`src/rtl/dcs_pkg.sv`:
```
package dcs_pkg;

  // =====================================================================
  // Timing
  // =====================================================================
  localparam int unsigned CLK_PERIOD_NS   = 8;
  localparam int unsigned PWRUP_DELAY_MS  = 72;
  // A least time, so the count rounds up.
  localparam int unsigned PWRUP_CYCLES    =
    (PWRUP_DELAY_MS * 1_000_000 + CLK_PERIOD_NS - 1) / CLK_PERIOD_NS;
  localparam int unsigned OST_CYCLES      = 1024;
  localparam int unsigned WDT_TICKS       = 256;
  localparam int unsigned CNT_W           = 24;
  localparam int unsigned WDT_W           = 16;

  // =====================================================================
  // Address space and configuration word
  // =====================================================================
  localparam int unsigned ADDR_W          = 14;
  localparam int unsigned DATA_W          = 14;
  localparam logic [13:0] CFG_WORD_ADDR   = 14'h2007;
  localparam logic [13:0] CFG_SPACE_LO    = 14'h2000;
  localparam logic [13:0] CFG_SPACE_HI    = 14'h3FFF;
  localparam logic [13:0] CFG_WORD_RESET  = 14'h3FFF;
  localparam logic [13:0] UNPROG_WORD     = 14'h3FFF;
  localparam logic [13:0] READ_ZERO       = 14'h0000;
  localparam int unsigned OSC_SEL_LO_POS  = 0;
  localparam int unsigned OSC_SEL_HI_POS  = 1;
  localparam int unsigned WDT_EN_POS      = 2;
  localparam int unsigned CP_LO_POS       = 4;
  localparam int unsigned CP_HI_POS       = 5;

  // First protected word of the 2K program memory for each level.
  localparam logic [11:0] PROT_BASE_OFF   = 12'h800;
  localparam logic [11:0] PROT_BASE_HALF  = 12'h400;
  localparam logic [11:0] PROT_BASE_3Q    = 12'h200;
  localparam logic [11:0] PROT_BASE_ALL   = 12'h000;

  typedef enum logic [1:0] {
    LOW_POWER_CRYSTAL_MODE  = 2'b00,
    CRYSTAL_RESONATOR_MODE  = 2'b01,
    HIGH_SPEED_CRYSTAL_MODE = 2'b10,
    RESISTOR_CAPACITOR_MODE = 2'b11
  } dcs_osc_type;

  typedef enum logic [1:0] {
    CP_ALL        = 2'b00,
    CP_UPPER_3Q   = 2'b01,
    CP_UPPER_HALF = 2'b10,
    CP_OFF        = 2'b11
  } dcs_cp_type;

  typedef enum logic [2:0] {
    ST_PWRUP  = 3'b000,
    ST_OST    = 3'b001,
    ST_RUN    = 3'b010,
    ST_SLEEP  = 3'b011,
    ST_EXTRST = 3'b100
  } dcs_state_type;

endpackage

```
`src/rtl/dcs_config_startup.sv`:
```
`timescale 1ns/10ps
`default_nettype none
// What this block does
// - Configuration word sits at 2007h, outside the user program space.
// - Configuration bits read zero when programmed, one when unprogrammed.
// - Region 2000h to 3FFFh is reachable only in programming mode.
// - Code protect 11 none, 10 upper half, 01 upper 3/4, 00 all.
// - Watchdog enable bit one enables the watchdog, zero disables it.
// - Only the configuration bit can turn the watchdog off.
// - Watchdog counts ticks of its own RC oscillator.
// - Oscillator start-up timer holds reset until the crystal is stable.
// - Power-up delay of 72 ms holds reset, at power-up only.
// - Sleep ends on external reset, watchdog timeout or interrupt.
// - Two oscillator-select bits choose one of four oscillator modes.
module dcs_config_startup
  import dcs_pkg::*;
#(
  parameter int unsigned PWRUP_CYCLES_P = PWRUP_CYCLES,
  parameter int unsigned OST_CYCLES_P   = OST_CYCLES,
  parameter int unsigned WDT_TICKS_P    = WDT_TICKS
)(
  input  wire logic              CLK_IN,
  input  wire logic              RSTN_IN,
  input  wire logic              PROG_MODE_IN,
  input  wire logic [ADDR_W-1:0] ADDR_IN,
  input  wire logic [DATA_W-1:0] WDATA_IN,
  input  wire logic              WR_IN,
  input  wire logic              RD_IN,
  output logic      [DATA_W-1:0] RDATA_OUT,
  input  wire logic              EXT_RSTN_IN,
  input  wire logic              WDT_OSC_IN,
  input  wire logic              IRQ_IN,
  input  wire logic              SLEEP_REQ_IN,
  input  wire logic              WDT_CLEAR_IN,
  output logic      [1:0]        OSC_MODE_OUT,
  output logic                   WDT_ENABLE_OUT,
  output logic      [1:0]        CP_LEVEL_OUT,
  output logic      [11:0]       PROT_BASE_OUT,
  output logic                   CHIP_RESET_OUT,
  output logic                   SLEEP_OUT,
  output logic                   WAKE_OUT,
  output logic                   WDT_TIMEOUT_OUT
);

  // =====================================================================
  // Parameter checks
  // =====================================================================
  if (PWRUP_CYCLES_P < 1 || PWRUP_CYCLES_P >= (1 << CNT_W) ||
      OST_CYCLES_P < 1 || OST_CYCLES_P >= (1 << CNT_W) ||
      WDT_TICKS_P < 1 || WDT_TICKS_P >= (1 << WDT_W))
  begin : g_bad
    $error("dcs_config_startup: count parameter out of range");
  end

  localparam logic [CNT_W-1:0] PWRUP_LAST = CNT_W'(PWRUP_CYCLES_P - 1);
  localparam logic [CNT_W-1:0] OST_LAST   = CNT_W'(OST_CYCLES_P - 1);
  localparam logic [WDT_W-1:0] WDT_LAST   = WDT_W'(WDT_TICKS_P - 1);

  function automatic logic [11:0] prot_base(input logic [1:0] cp);
    unique case (cp)
      CP_OFF:        prot_base = PROT_BASE_OFF;
      CP_UPPER_HALF: prot_base = PROT_BASE_HALF;
      CP_UPPER_3Q:   prot_base = PROT_BASE_3Q;
      CP_ALL:        prot_base = PROT_BASE_ALL;
    endcase
  endfunction

  // =====================================================================
  // Pin synchronisers: prog mode, external reset, watchdog RC, interrupt
  // =====================================================================
  logic [3:0] meta_ff;
  logic [3:0] sync_ff;
  logic       wdt_osc_d_ff;

  always_ff @(posedge CLK_IN or negedge RSTN_IN)
  begin
    if (!RSTN_IN)
    begin
      meta_ff      <= 4'h1;
      sync_ff      <= 4'h1;
      wdt_osc_d_ff <= 1'b0;
    end
    else
    begin
      meta_ff      <= {IRQ_IN, WDT_OSC_IN, PROG_MODE_IN, EXT_RSTN_IN};
      sync_ff      <= meta_ff;
      wdt_osc_d_ff <= sync_ff[2];
    end
  end

  logic ext_rstn_s;
  logic prog_s;
  logic irq_s;
  logic wdt_tick;
  assign ext_rstn_s = sync_ff[0];
  assign prog_s     = sync_ff[1];
  assign irq_s      = sync_ff[3];
  assign wdt_tick   = sync_ff[2] && !wdt_osc_d_ff;

  // =====================================================================
  // Configuration word and its programming port
  // =====================================================================
  logic [DATA_W-1:0] cfg_word_ff;
  logic              cfg_hit;
  logic              space_hit;
  assign cfg_hit   = prog_s && (ADDR_IN == CFG_WORD_ADDR);
  assign space_hit = prog_s && (ADDR_IN >= CFG_SPACE_LO) &&
                     (ADDR_IN <= CFG_SPACE_HI);

  // Like EPROM cells, a write can only program bits to zero; only RSTN_IN
  // reloads the word with all ones, so an unprogrammed bit reads as one.
  always_ff @(posedge CLK_IN or negedge RSTN_IN)
  begin
    if (!RSTN_IN)
      cfg_word_ff <= CFG_WORD_RESET;
    else if (WR_IN && cfg_hit)
      cfg_word_ff <= cfg_word_ff & WDATA_IN;
  end

  always_ff @(posedge CLK_IN or negedge RSTN_IN)
  begin
    if (!RSTN_IN)
      RDATA_OUT <= READ_ZERO;
    else if (RD_IN && cfg_hit)
      RDATA_OUT <= cfg_word_ff;
    else if (RD_IN && space_hit)
      RDATA_OUT <= UNPROG_WORD;
    else
      RDATA_OUT <= READ_ZERO;
  end

  // =====================================================================
  // Decoded settings
  // =====================================================================
  logic [1:0] cp_field;
  assign cp_field = {cfg_word_ff[CP_HI_POS], cfg_word_ff[CP_LO_POS]};

  always_ff @(posedge CLK_IN or negedge RSTN_IN)
  begin
    if (!RSTN_IN)
    begin
      OSC_MODE_OUT   <= RESISTOR_CAPACITOR_MODE;
      WDT_ENABLE_OUT <= 1'b1;
      CP_LEVEL_OUT   <= CP_OFF;
      PROT_BASE_OUT  <= PROT_BASE_OFF;
    end
    else
    begin
      OSC_MODE_OUT   <= {cfg_word_ff[OSC_SEL_HI_POS],
                         cfg_word_ff[OSC_SEL_LO_POS]};
      WDT_ENABLE_OUT <= cfg_word_ff[WDT_EN_POS];
      CP_LEVEL_OUT   <= cp_field;
      PROT_BASE_OUT  <= prot_base(cp_field);
    end
  end

  // =====================================================================
  // Start-up and sleep sequencer
  // =====================================================================
  dcs_state_type     state_ff;
  dcs_state_type     nxt_state;
  logic [CNT_W-1:0]  cnt_ff;
  logic [WDT_W-1:0]  wdt_cnt_ff;
  logic              wdt_fire;
  logic              crystal;

  assign crystal  = (OSC_MODE_OUT != RESISTOR_CAPACITOR_MODE);
  assign wdt_fire = WDT_ENABLE_OUT && wdt_tick && (wdt_cnt_ff == WDT_LAST);

  always_comb
  begin
    nxt_state = state_ff;
    unique case (state_ff)
      ST_PWRUP:
        if (cnt_ff == PWRUP_LAST)
          nxt_state = ST_OST;
      ST_OST:
        if (!ext_rstn_s)
          nxt_state = ST_EXTRST;
        else if (!crystal || cnt_ff == OST_LAST)
          nxt_state = ST_RUN;
      ST_RUN:
        if (!ext_rstn_s)
          nxt_state = ST_EXTRST;
        else if (wdt_fire)
          nxt_state = ST_OST;
        else if (SLEEP_REQ_IN)
          nxt_state = ST_SLEEP;
      ST_SLEEP:
        if (!ext_rstn_s)
          nxt_state = ST_EXTRST;
        else if (wdt_fire || irq_s)
          nxt_state = ST_OST;
      ST_EXTRST:
        // Other resets skip the power-up delay.
        if (ext_rstn_s)
          nxt_state = ST_OST;
      default:
        nxt_state = ST_PWRUP;
    endcase
  end

  always_ff @(posedge CLK_IN or negedge RSTN_IN)
  begin
    if (!RSTN_IN)
      state_ff <= ST_PWRUP;
    else
      state_ff <= nxt_state;
  end

  always_ff @(posedge CLK_IN or negedge RSTN_IN)
  begin
    if (!RSTN_IN)
      cnt_ff <= '0;
    else if (nxt_state != state_ff)
      cnt_ff <= '0;
    else if (state_ff == ST_PWRUP || state_ff == ST_OST)
      cnt_ff <= cnt_ff + CNT_W'(1);
  end

  // Only the configuration bit stops the watchdog; the core can clear it.
  always_ff @(posedge CLK_IN or negedge RSTN_IN)
  begin
    if (!RSTN_IN)
      wdt_cnt_ff <= '0;
    else if (!WDT_ENABLE_OUT || WDT_CLEAR_IN || wdt_fire ||
             (state_ff != ST_RUN && state_ff != ST_SLEEP) ||
             (state_ff == ST_RUN && nxt_state == ST_SLEEP))
      wdt_cnt_ff <= '0;
    else if (wdt_tick)
      wdt_cnt_ff <= wdt_cnt_ff + WDT_W'(1);
  end

  always_ff @(posedge CLK_IN or negedge RSTN_IN)
  begin
    if (!RSTN_IN)
    begin
      CHIP_RESET_OUT  <= 1'b1;
      SLEEP_OUT       <= 1'b0;
      WAKE_OUT        <= 1'b0;
      WDT_TIMEOUT_OUT <= 1'b0;
    end
    else
    begin
      CHIP_RESET_OUT  <= (nxt_state != ST_RUN) && (nxt_state != ST_SLEEP);
      SLEEP_OUT       <= (nxt_state == ST_SLEEP);
      WAKE_OUT        <= (state_ff == ST_SLEEP) && (nxt_state != ST_SLEEP);
      WDT_TIMEOUT_OUT <= wdt_fire;
    end
  end
endmodule
`default_nettype wire

```
`config.mk`:
```
export PLATFORM = sky130hd
export DESIGN_NAME = dcs_config_startup
export DESIGN_NICKNAME = d
export VERILOG_FILES = /design/src/rtl/dcs_pkg.sv /design/src/rtl/dcs_config_startup.sv
export SDC_FILE = /design/constraint.sdc
export NUM_CORES = 1
export LEC_CHECK = 0
export ABC_AREA = 1
export BUFFER_PORTS_ARGS = -buffer_cell sky130_fd_sc_hd__buf_2
export CORE_ASPECT_RATIO = 0.5
export CORE_UTILIZATION = 45
export CTS_BUF_LIST = sky130_fd_sc_hd__clkbuf_4 sky130_fd_sc_hd__clkbuf_8
export DETAILED_ROUTE_END_ITERATION = 8
export PLACE_DENSITY = 0.64
export SLEW_MARGIN = 0
export SYNTH_ARGS = -nofsm -noshare
export SYNTH_HDL_FRONTEND = slang
export SYNTH_SLANG_ARGS = --single-unit
```
`constraint.sdc`:
```
create_clock -name CLK_IN -period 2.2 [get_ports CLK_IN]
set_input_delay 0.33 -clock CLK_IN [delete_from_list [all_inputs] [get_ports CLK_IN]]
set_output_delay 0.33 -clock CLK_IN [all_outputs]
set_load 0.01 [all_outputs]
```
# [Word level (Yosys, flattened, before mapping)]
# Cells that the tools add are included.
[word_totals] romBits=0 latchBits=0 in_bits=38 ramBits=0 memories=0 regBits=101
[classes] shifts=0 multipliers=0 n_bitwise=1 magnitude_cmp=2 add_sub_neg=2 n_mux=17 reduce_logical=27 div_mod_pow=0 eq_ne=18
[ops] cell="$mux W24" count=2
[ops] cell="$pmux W12 S4" count=1
[ops] cell="$mux W16" count=2
[ops] cell="$mux W14" count=2
[ops] cell="$mux W3" count=9
[ops] cell="$add A24 B1 Y24 const B" count=1
[ops] cell="$eq A24 B10 Y1 const B" count=1
[ops] cell="$eq A24 B24 Y1 const B" count=1
[ops] cell="$add A16 B1 Y16 const B" count=1
[ops] cell="$eq A16 B8 Y1 const B" count=1
[ops] cell="$pmux W3 S5" count=1
[ops] cell="$and A14 B14 Y14" count=1
[ops] cell="$eq A14 B14 Y1 const B" count=1
[ops] cell="$ge A14 B14 Y1 const B" count=1
[ops] cell="$le A14 B14 Y1 const B" count=1
[ops] cell="$logic_and A1 B1 Y1" count=13
[ops] cell="$ne A3 B2 Y1 const B" count=4
[ops] cell="$eq A3 B2 Y1 const B" count=3
[ops] cell="$logic_or A1 B1 Y1" count=7
[ops] cell="$eq A2 B2 Y1 const B" count=2
[ops] cell="$reduce_bool A2 Y1" count=2
[ops] cell="$eq A3 B1 Y1 const B" count=1
[ops] cell="$eq A3 B3 Y1 const B" count=1
[ops] cell="$logic_not A1 Y1" count=3
[ops] cell="5 further kinds" count=5

# [Logic depth before layout (Yosys ltp)]
[depth] depth_word=12 mapped_depth=15

# [Least setup slack after synthesis]
# Ideal clock, no wire load.
[synth_timing] kind="register -> register" from="register wdt_cnt_ff[0]" to="register cnt_ff[9]" path_slack_ps=448 required_time_ps=2076 arrival_time_ps=1628 synth_period_minus_slack_ps=1752 stages_incl_launch_ff=14 cell_sequence="dfrtp_1 ha_1 nand3_1 nor2_2 nand3_1 nand2_1 nand2_1 nand3_1 nand2_1 nand2_2 nand2_1 nand2_4 buf_12 nor2_4"
[synth_between] elab_chain_len=8 word_cells_on_any_way=11 classes_between="eq/ne (2); mux (6); reduce/logical (3)"
[synth_rtl] item="start: declaration" line="dcs_config_startup.sv:163" source="logic [WDT_W-1:0] wdt_cnt_ff;"
[synth_rtl] item="start signal: assignment" line="dcs_config_startup.sv:231" source="wdt_cnt_ff <= wdt_cnt_ff + WDT_W'(1);"
[synth_rtl] item="$eq A16 B8 Y1 *" line="dcs_config_startup.sv:168" source="assign wdt_fire = WDT_ENABLE_OUT && wdt_tick && (wdt_cnt_ff == WDT_LAST);"
[synth_rtl] item="$logic_and A1 B1 Y1 *" line="dcs_config_startup.sv:168"
[synth_rtl] item="$logic_or A1 B1 Y1" line="dcs_config_startup.sv:192" source="else if (wdt_fire || irq_s)"
[synth_rtl] item="$mux W3" line="dcs_config_startup.sv:192"
[synth_rtl] item="$mux W3" line="dcs_config_startup.sv:190" source="if (!ext_rstn_s)"
[synth_rtl] item="$pmux W3 S5 *" line="dcs_config_startup.sv:173" source="unique case (state_ff)"
[synth_rtl] item="via nxt_state[0]" line="dcs_config_startup.sv:161" source="dcs_state_type nxt_state;"
[synth_rtl] item="$ne A3 B3 Y1 *" line="dcs_config_startup.sv:215" source="else if (nxt_state != state_ff)"
[synth_rtl] item="$mux W24 or $reduce_bool A2 Y1 (tied branches)"
[synth_rtl] item="end signal: assignment" line="dcs_config_startup.sv:218" source="cnt_ff <= cnt_ff + CNT_W'(1);"
[synth_rtl] item="end: declaration" line="dcs_config_startup.sv:162" source="logic [CNT_W-1:0] cnt_ff;"
# The timed path passes the listed nets; every way through them passes the cells marked *.
# A chain may end at the register's enable or synchronous reset.

# [Worst setup path in the final report]
[layout_timing] from="register wdt_cnt_ff[0]" to="register wdt_cnt_ff[9]"
[layout_between] elab_chain_len=10 word_cells_on_any_way=17 classes_between="add/sub (1); eq/ne (2); mux (7); reduce/logical (7)"
[layout_rtl] item="$eq A16 B8 Y1 *" line="dcs_config_startup.sv:168"
[layout_rtl] item="$logic_and A1 B1 Y1 *" line="dcs_config_startup.sv:168"
[layout_rtl] item="$logic_or A1 B1 Y1" line="dcs_config_startup.sv:192"
[layout_rtl] item="$mux W3" line="dcs_config_startup.sv:192"
[layout_rtl] item="$mux W3" line="dcs_config_startup.sv:190"
[layout_rtl] item="$pmux W3 S5 *" line="dcs_config_startup.sv:173"
[layout_rtl] item="via nxt_state[0]" line="dcs_config_startup.sv:161"
[layout_rtl] item="$eq A3 B2 Y1 *" line="dcs_config_startup.sv:228" source="(state_ff == ST_RUN && nxt_state == ST_SLEEP))"
[layout_rtl] item="$logic_and A1 B1 Y1 *" line="dcs_config_startup.sv:228"
[layout_rtl] item="$logic_or A1 B1 Y1 *" line="dcs_config_startup.sv:227" source="(state_ff != ST_RUN && state_ff != ST_SLEEP) ||"
[layout_rtl] item="$mux W16 or $reduce_bool A2 Y1 (tied branches)"
# The timed path passes the listed nets; every way through them passes the cells marked *. The select of a mux whose other input is x is not followed.

==> results.cfg <==
[synthesis]
synthArstFlopShare_pct = 100
synth_edf_count = 0
synth_seq_cells = 92
yosysTopAreaCell = dfrtp_1
synth_mux_area_share_pct = 0.463
synth_top_family_by_area = simple AND/OR/NAND/NOR gates
synth-seq-area-share_pct = 53.9
synth_area_leaders = dfrtp_1 (40%), dfstp_2 (14%), nand2_1 (5.6%), nor2_4 (5.5%), xor2_1 (5.5%)
yosysWarnings = 0
yosys_most_used_dff = dfrtp_1
ys_top_cells_by_count = dfrtp_1 (69), nand2_1 (65), nor2_1 (62), inv_1 (59), xor2_1 (27)
synth_top_area_share_pct = 39.9
synth_adder_area_share_pct = 0.578
synth-simple-area-share_pct = 25.6
synth-compound-area-share_pct = 4.11
avgSynthCellArea_sq_um = 9.49
synth-xor-area-share_pct = 6.88
synth_cells = 456
yosys.cell_count.top_type = dfrtp_1
synth_cell_types = 32
syn_area_sq_um = 4330

[timing]
finalClockSkew_ns = 0.0106
max_freq_mhz = 505
hold_viol = 0
slew_viol_final = 0
tns_ns = 0
setup_slack_ns = 0.220
period_needed_ns = 1.98
setup_viol = 0
rsz0062_at_grt = no
timing.final.crit_share_pct = 90.0

[die]
die_x_um = 141
num_rows = 24
core-area_sq_um = 9010
die_h_um = 71.3
initial_core_util_pct = 48.0
dieArea_sq_um = 10000
num_io_pins = 73

[place]
port_buffers = 63
place_hpwl_mm = 5.68
place_congestion = 0.830
post-place-ws_ns = 0.0928

[cts]
htree_levels = 3
clk_pin_slew_worst_paths_ns = 0.09
cts_tree = yes
clock_path_buffers = 2
cts_buffers = 9
clk_latency_ns = 0.36
cts_sinks = 92
root_buffer = clkbuf_8

[global_routing]
grt_pass1_vias = 3148
grt_use_total_pct = 17.8
busiest_layer = met2
grt_use_met1_pct = 23.0
use_met3_pct = 5.28
antenna_found_initial = 0
grt_pass1_wl_mm = 14.0
grt_max_degree = 47
overflow = 0
use_met2_pct = 28.9

[layout]
final_layout_size_suffix_gt1_share_pct = 27.5
nets = 571
nFillCells = 835
multi_input_comb_area_sq_um = 1660
layout.area.seq_sq_um = 2330
syn2layout_area_growth_pct = 15.8
fin_util_pct = 55.6
diodes = 0

[power]
power_frac_comb_pct = 28.6
ir_worst_vdd_uv = 420
p_per_area_nw_per_um2 = 857
pwr-share-seq_pct = 43.1
p_leak_nw = 2.47
netSwitchingPower_mw = 1.44
clkPwrFrac_pct = 28.3
p_total_mw = 4.29
swShare_pct = 33.6
p_int_mw = 2.85

[setup_path]
worstPathRequired_ns = 2.43
path_max_fanout = 16
timing_worst_setup_path_type = reg -> reg
cp_data_arrival_time_ns = 2.21
start_kind = flop
end_kind = flop

[status]
status = finished clean

[drt]
viasPerCell = 4.72
drc = 0
wl_mm = 7.92
wl_per_cell_um = 12.1
vias = 3079
drt_iter0_markers = 156
ant_nets = 0
dr.pass1.iters = 4

[flow_run]
drv_cap = 0

[hold_path]
hold_class = in -> reg
==> power by group through the flow <==
stage | clock (mW) | sequential, mW | combinational (mW)
floorplan | 0 | 1.87 | 1.00
CTS | 1.26 | 1.85 | 1.18
detailed placement | 0 | 1.88 | 1.18
global route | 1.33 | 1.86 | 1.33
global placement | 0 | 1.88 | 1.17
finish | 1.21 | 1.85 | 1.23
==> stage by stage <==
| step | hold slack [ns] | instance area [sq um] | instances |
|---|---|---|---|
| after CTS | 0.0488 | 4990 | 651 |
| after detailed placement | 0.282 | 4770 | 635 |
| after global routing | 0.0509 | 5010 | 652 |
| after global placement | 0.282 | 4770 | 635 |
| after floorplan | 0.0344 | 4360 | 464 |
| final | 0.0733 | 5010 | 652 |
==> repair_timing <==
action / CTS / global route
endpoints found under the hold margin: 15 / 0
setup buffers: 0 / 1
gates resized for setup: 0 / 2
endpoints found under the setup margin: 0 / 10
hold buffers: 1 / 0
==> flip-flops by register name (all words and copies together), names as in the netlist <==
register	flops
SLEEP_OUT	1
WDT_ENABLE_OUT	1
wdt_osc_d_ff	1
WAKE_OUT	1
OSC_MODE_OUT	2
CHIP_RESET_OUT	1
meta_ff	4
state_ff	3
cnt_ff	24
cfg_word_ff	14
PROT_BASE_OUT	3
RDATA_OUT	14
sync_ff	4
wdt_cnt_ff	16
CP_LEVEL_OUT	2
WDT_TIMEOUT_OUT	1
==> worst paths after layout <==
check	cells past startpoint	from	to	slack, ns
min reg2reg	0	meta_ff[3]$_DFF_PN0_	sync_ff[3]$_DFF_PN0_	0.35
max in group asynchronous	3	RSTN_IN	CHIP_RESET_OUT$_DFF_PN1_	1.12
max reg2reg	12	wdt_cnt_ff[0]$_DFFE_PN0P_	wdt_cnt_ff[9]$_DFFE_PN0P_	0.22
min	1	PROG_MODE_IN	meta_ff[1]$_DFF_PN0_	0.07
min in group asynchronous	2	RSTN_IN	meta_ff[1]$_DFF_PN0_	0.44
max	12	wdt_cnt_ff[0]$_DFFE_PN0P_	wdt_cnt_ff[9]$_DFFE_PN0P_	0.22
==> metal layers <==
| metal | wire length [um] | vias to the layer above | share of wire [%] |
|---|---|---|---|
| met1 | 3830 | 1441 | 48 |
| met5 | 0 | - | 0 |
| met4 | 67 | 0 | 0.85 |
| li1 | - | 1558 | - |
| met3 | 399 | 5 | 5.0 |
| met2 | 3620 | 75 | 46 |
==> cell type report <==
type	count	area share (%)
Sequential cell	92	46.5
Timing Repair Buffer	73	8.54
Tap cell	117	2.92
Multi-Input combinational cell	294	33.2
Inverter	61	4.57
Clock buffer	9	2.47
Clock inverter	6	1.80
==> kinds of logic (layout without fill, tap and decap cells) <==
| family | count (synthesis) | count (layout) |
|---|---|---|
| AND/OR/NAND/NOR | 213 | 213 |
| flip-flops | 92 | 92 |
| buffers and inverters | 78 | 149 |
| adder cells (fa/ha/maj) | 2 | 2 |
| other | 1 | 9 |
| AO/OA/AOI/OAI | 34 | 34 |
| multiplexers | 2 | 2 |
| XOR/XNOR | 34 | 34 |
==> worst max-delay path: stages (launching register included) <==
cell	delay (ns)
dfrtp_1	0.39
ha_1	0.19
nand3_1	0.13
nor2_2	0.19
nand3_1	0.15
nand2_1	0.10
nand2_1	0.05
nand3_1	0.06
nand2_1	0.08
nand2_2	0.08
nand3_1	0.10
nand2_2	0.27
nor2_1	0.08
==> cells in the final DEF (no fill, tap or decap), types with 2 or more instances in the layout <==
| master | instances |
|---|---|
| buf_4 | 7 |
| nand2_2 | 6 |
| buf_12 | 2 |
| bufinv_16 | 2 |
| nor2_1 | 62 |
| mux2i_1 | 2 |
| ha_1 | 2 |
| inv_2 | 2 |
| xnor2_1 | 7 |
| a21oi_1 | 16 |
| nor4_1 | 8 |
| nand4_1 | 12 |
| o21ai_0 | 15 |
| conb_1 | 9 |
| nand2_1 | 65 |
| xor2_1 | 27 |
| buf_2 | 62 |
| dfstp_2 | 23 |
| inv_1 | 59 |
| clkbuf_8 | 9 |
| dfrtp_1 | 69 |
| nand3_1 | 21 |
| nor2_4 | 21 |
| nor3_1 | 8 |
| clkinv_4 | 2 |
| nor2_2 | 5 |
No activity file was read; power rests on OpenSTA's default activity.
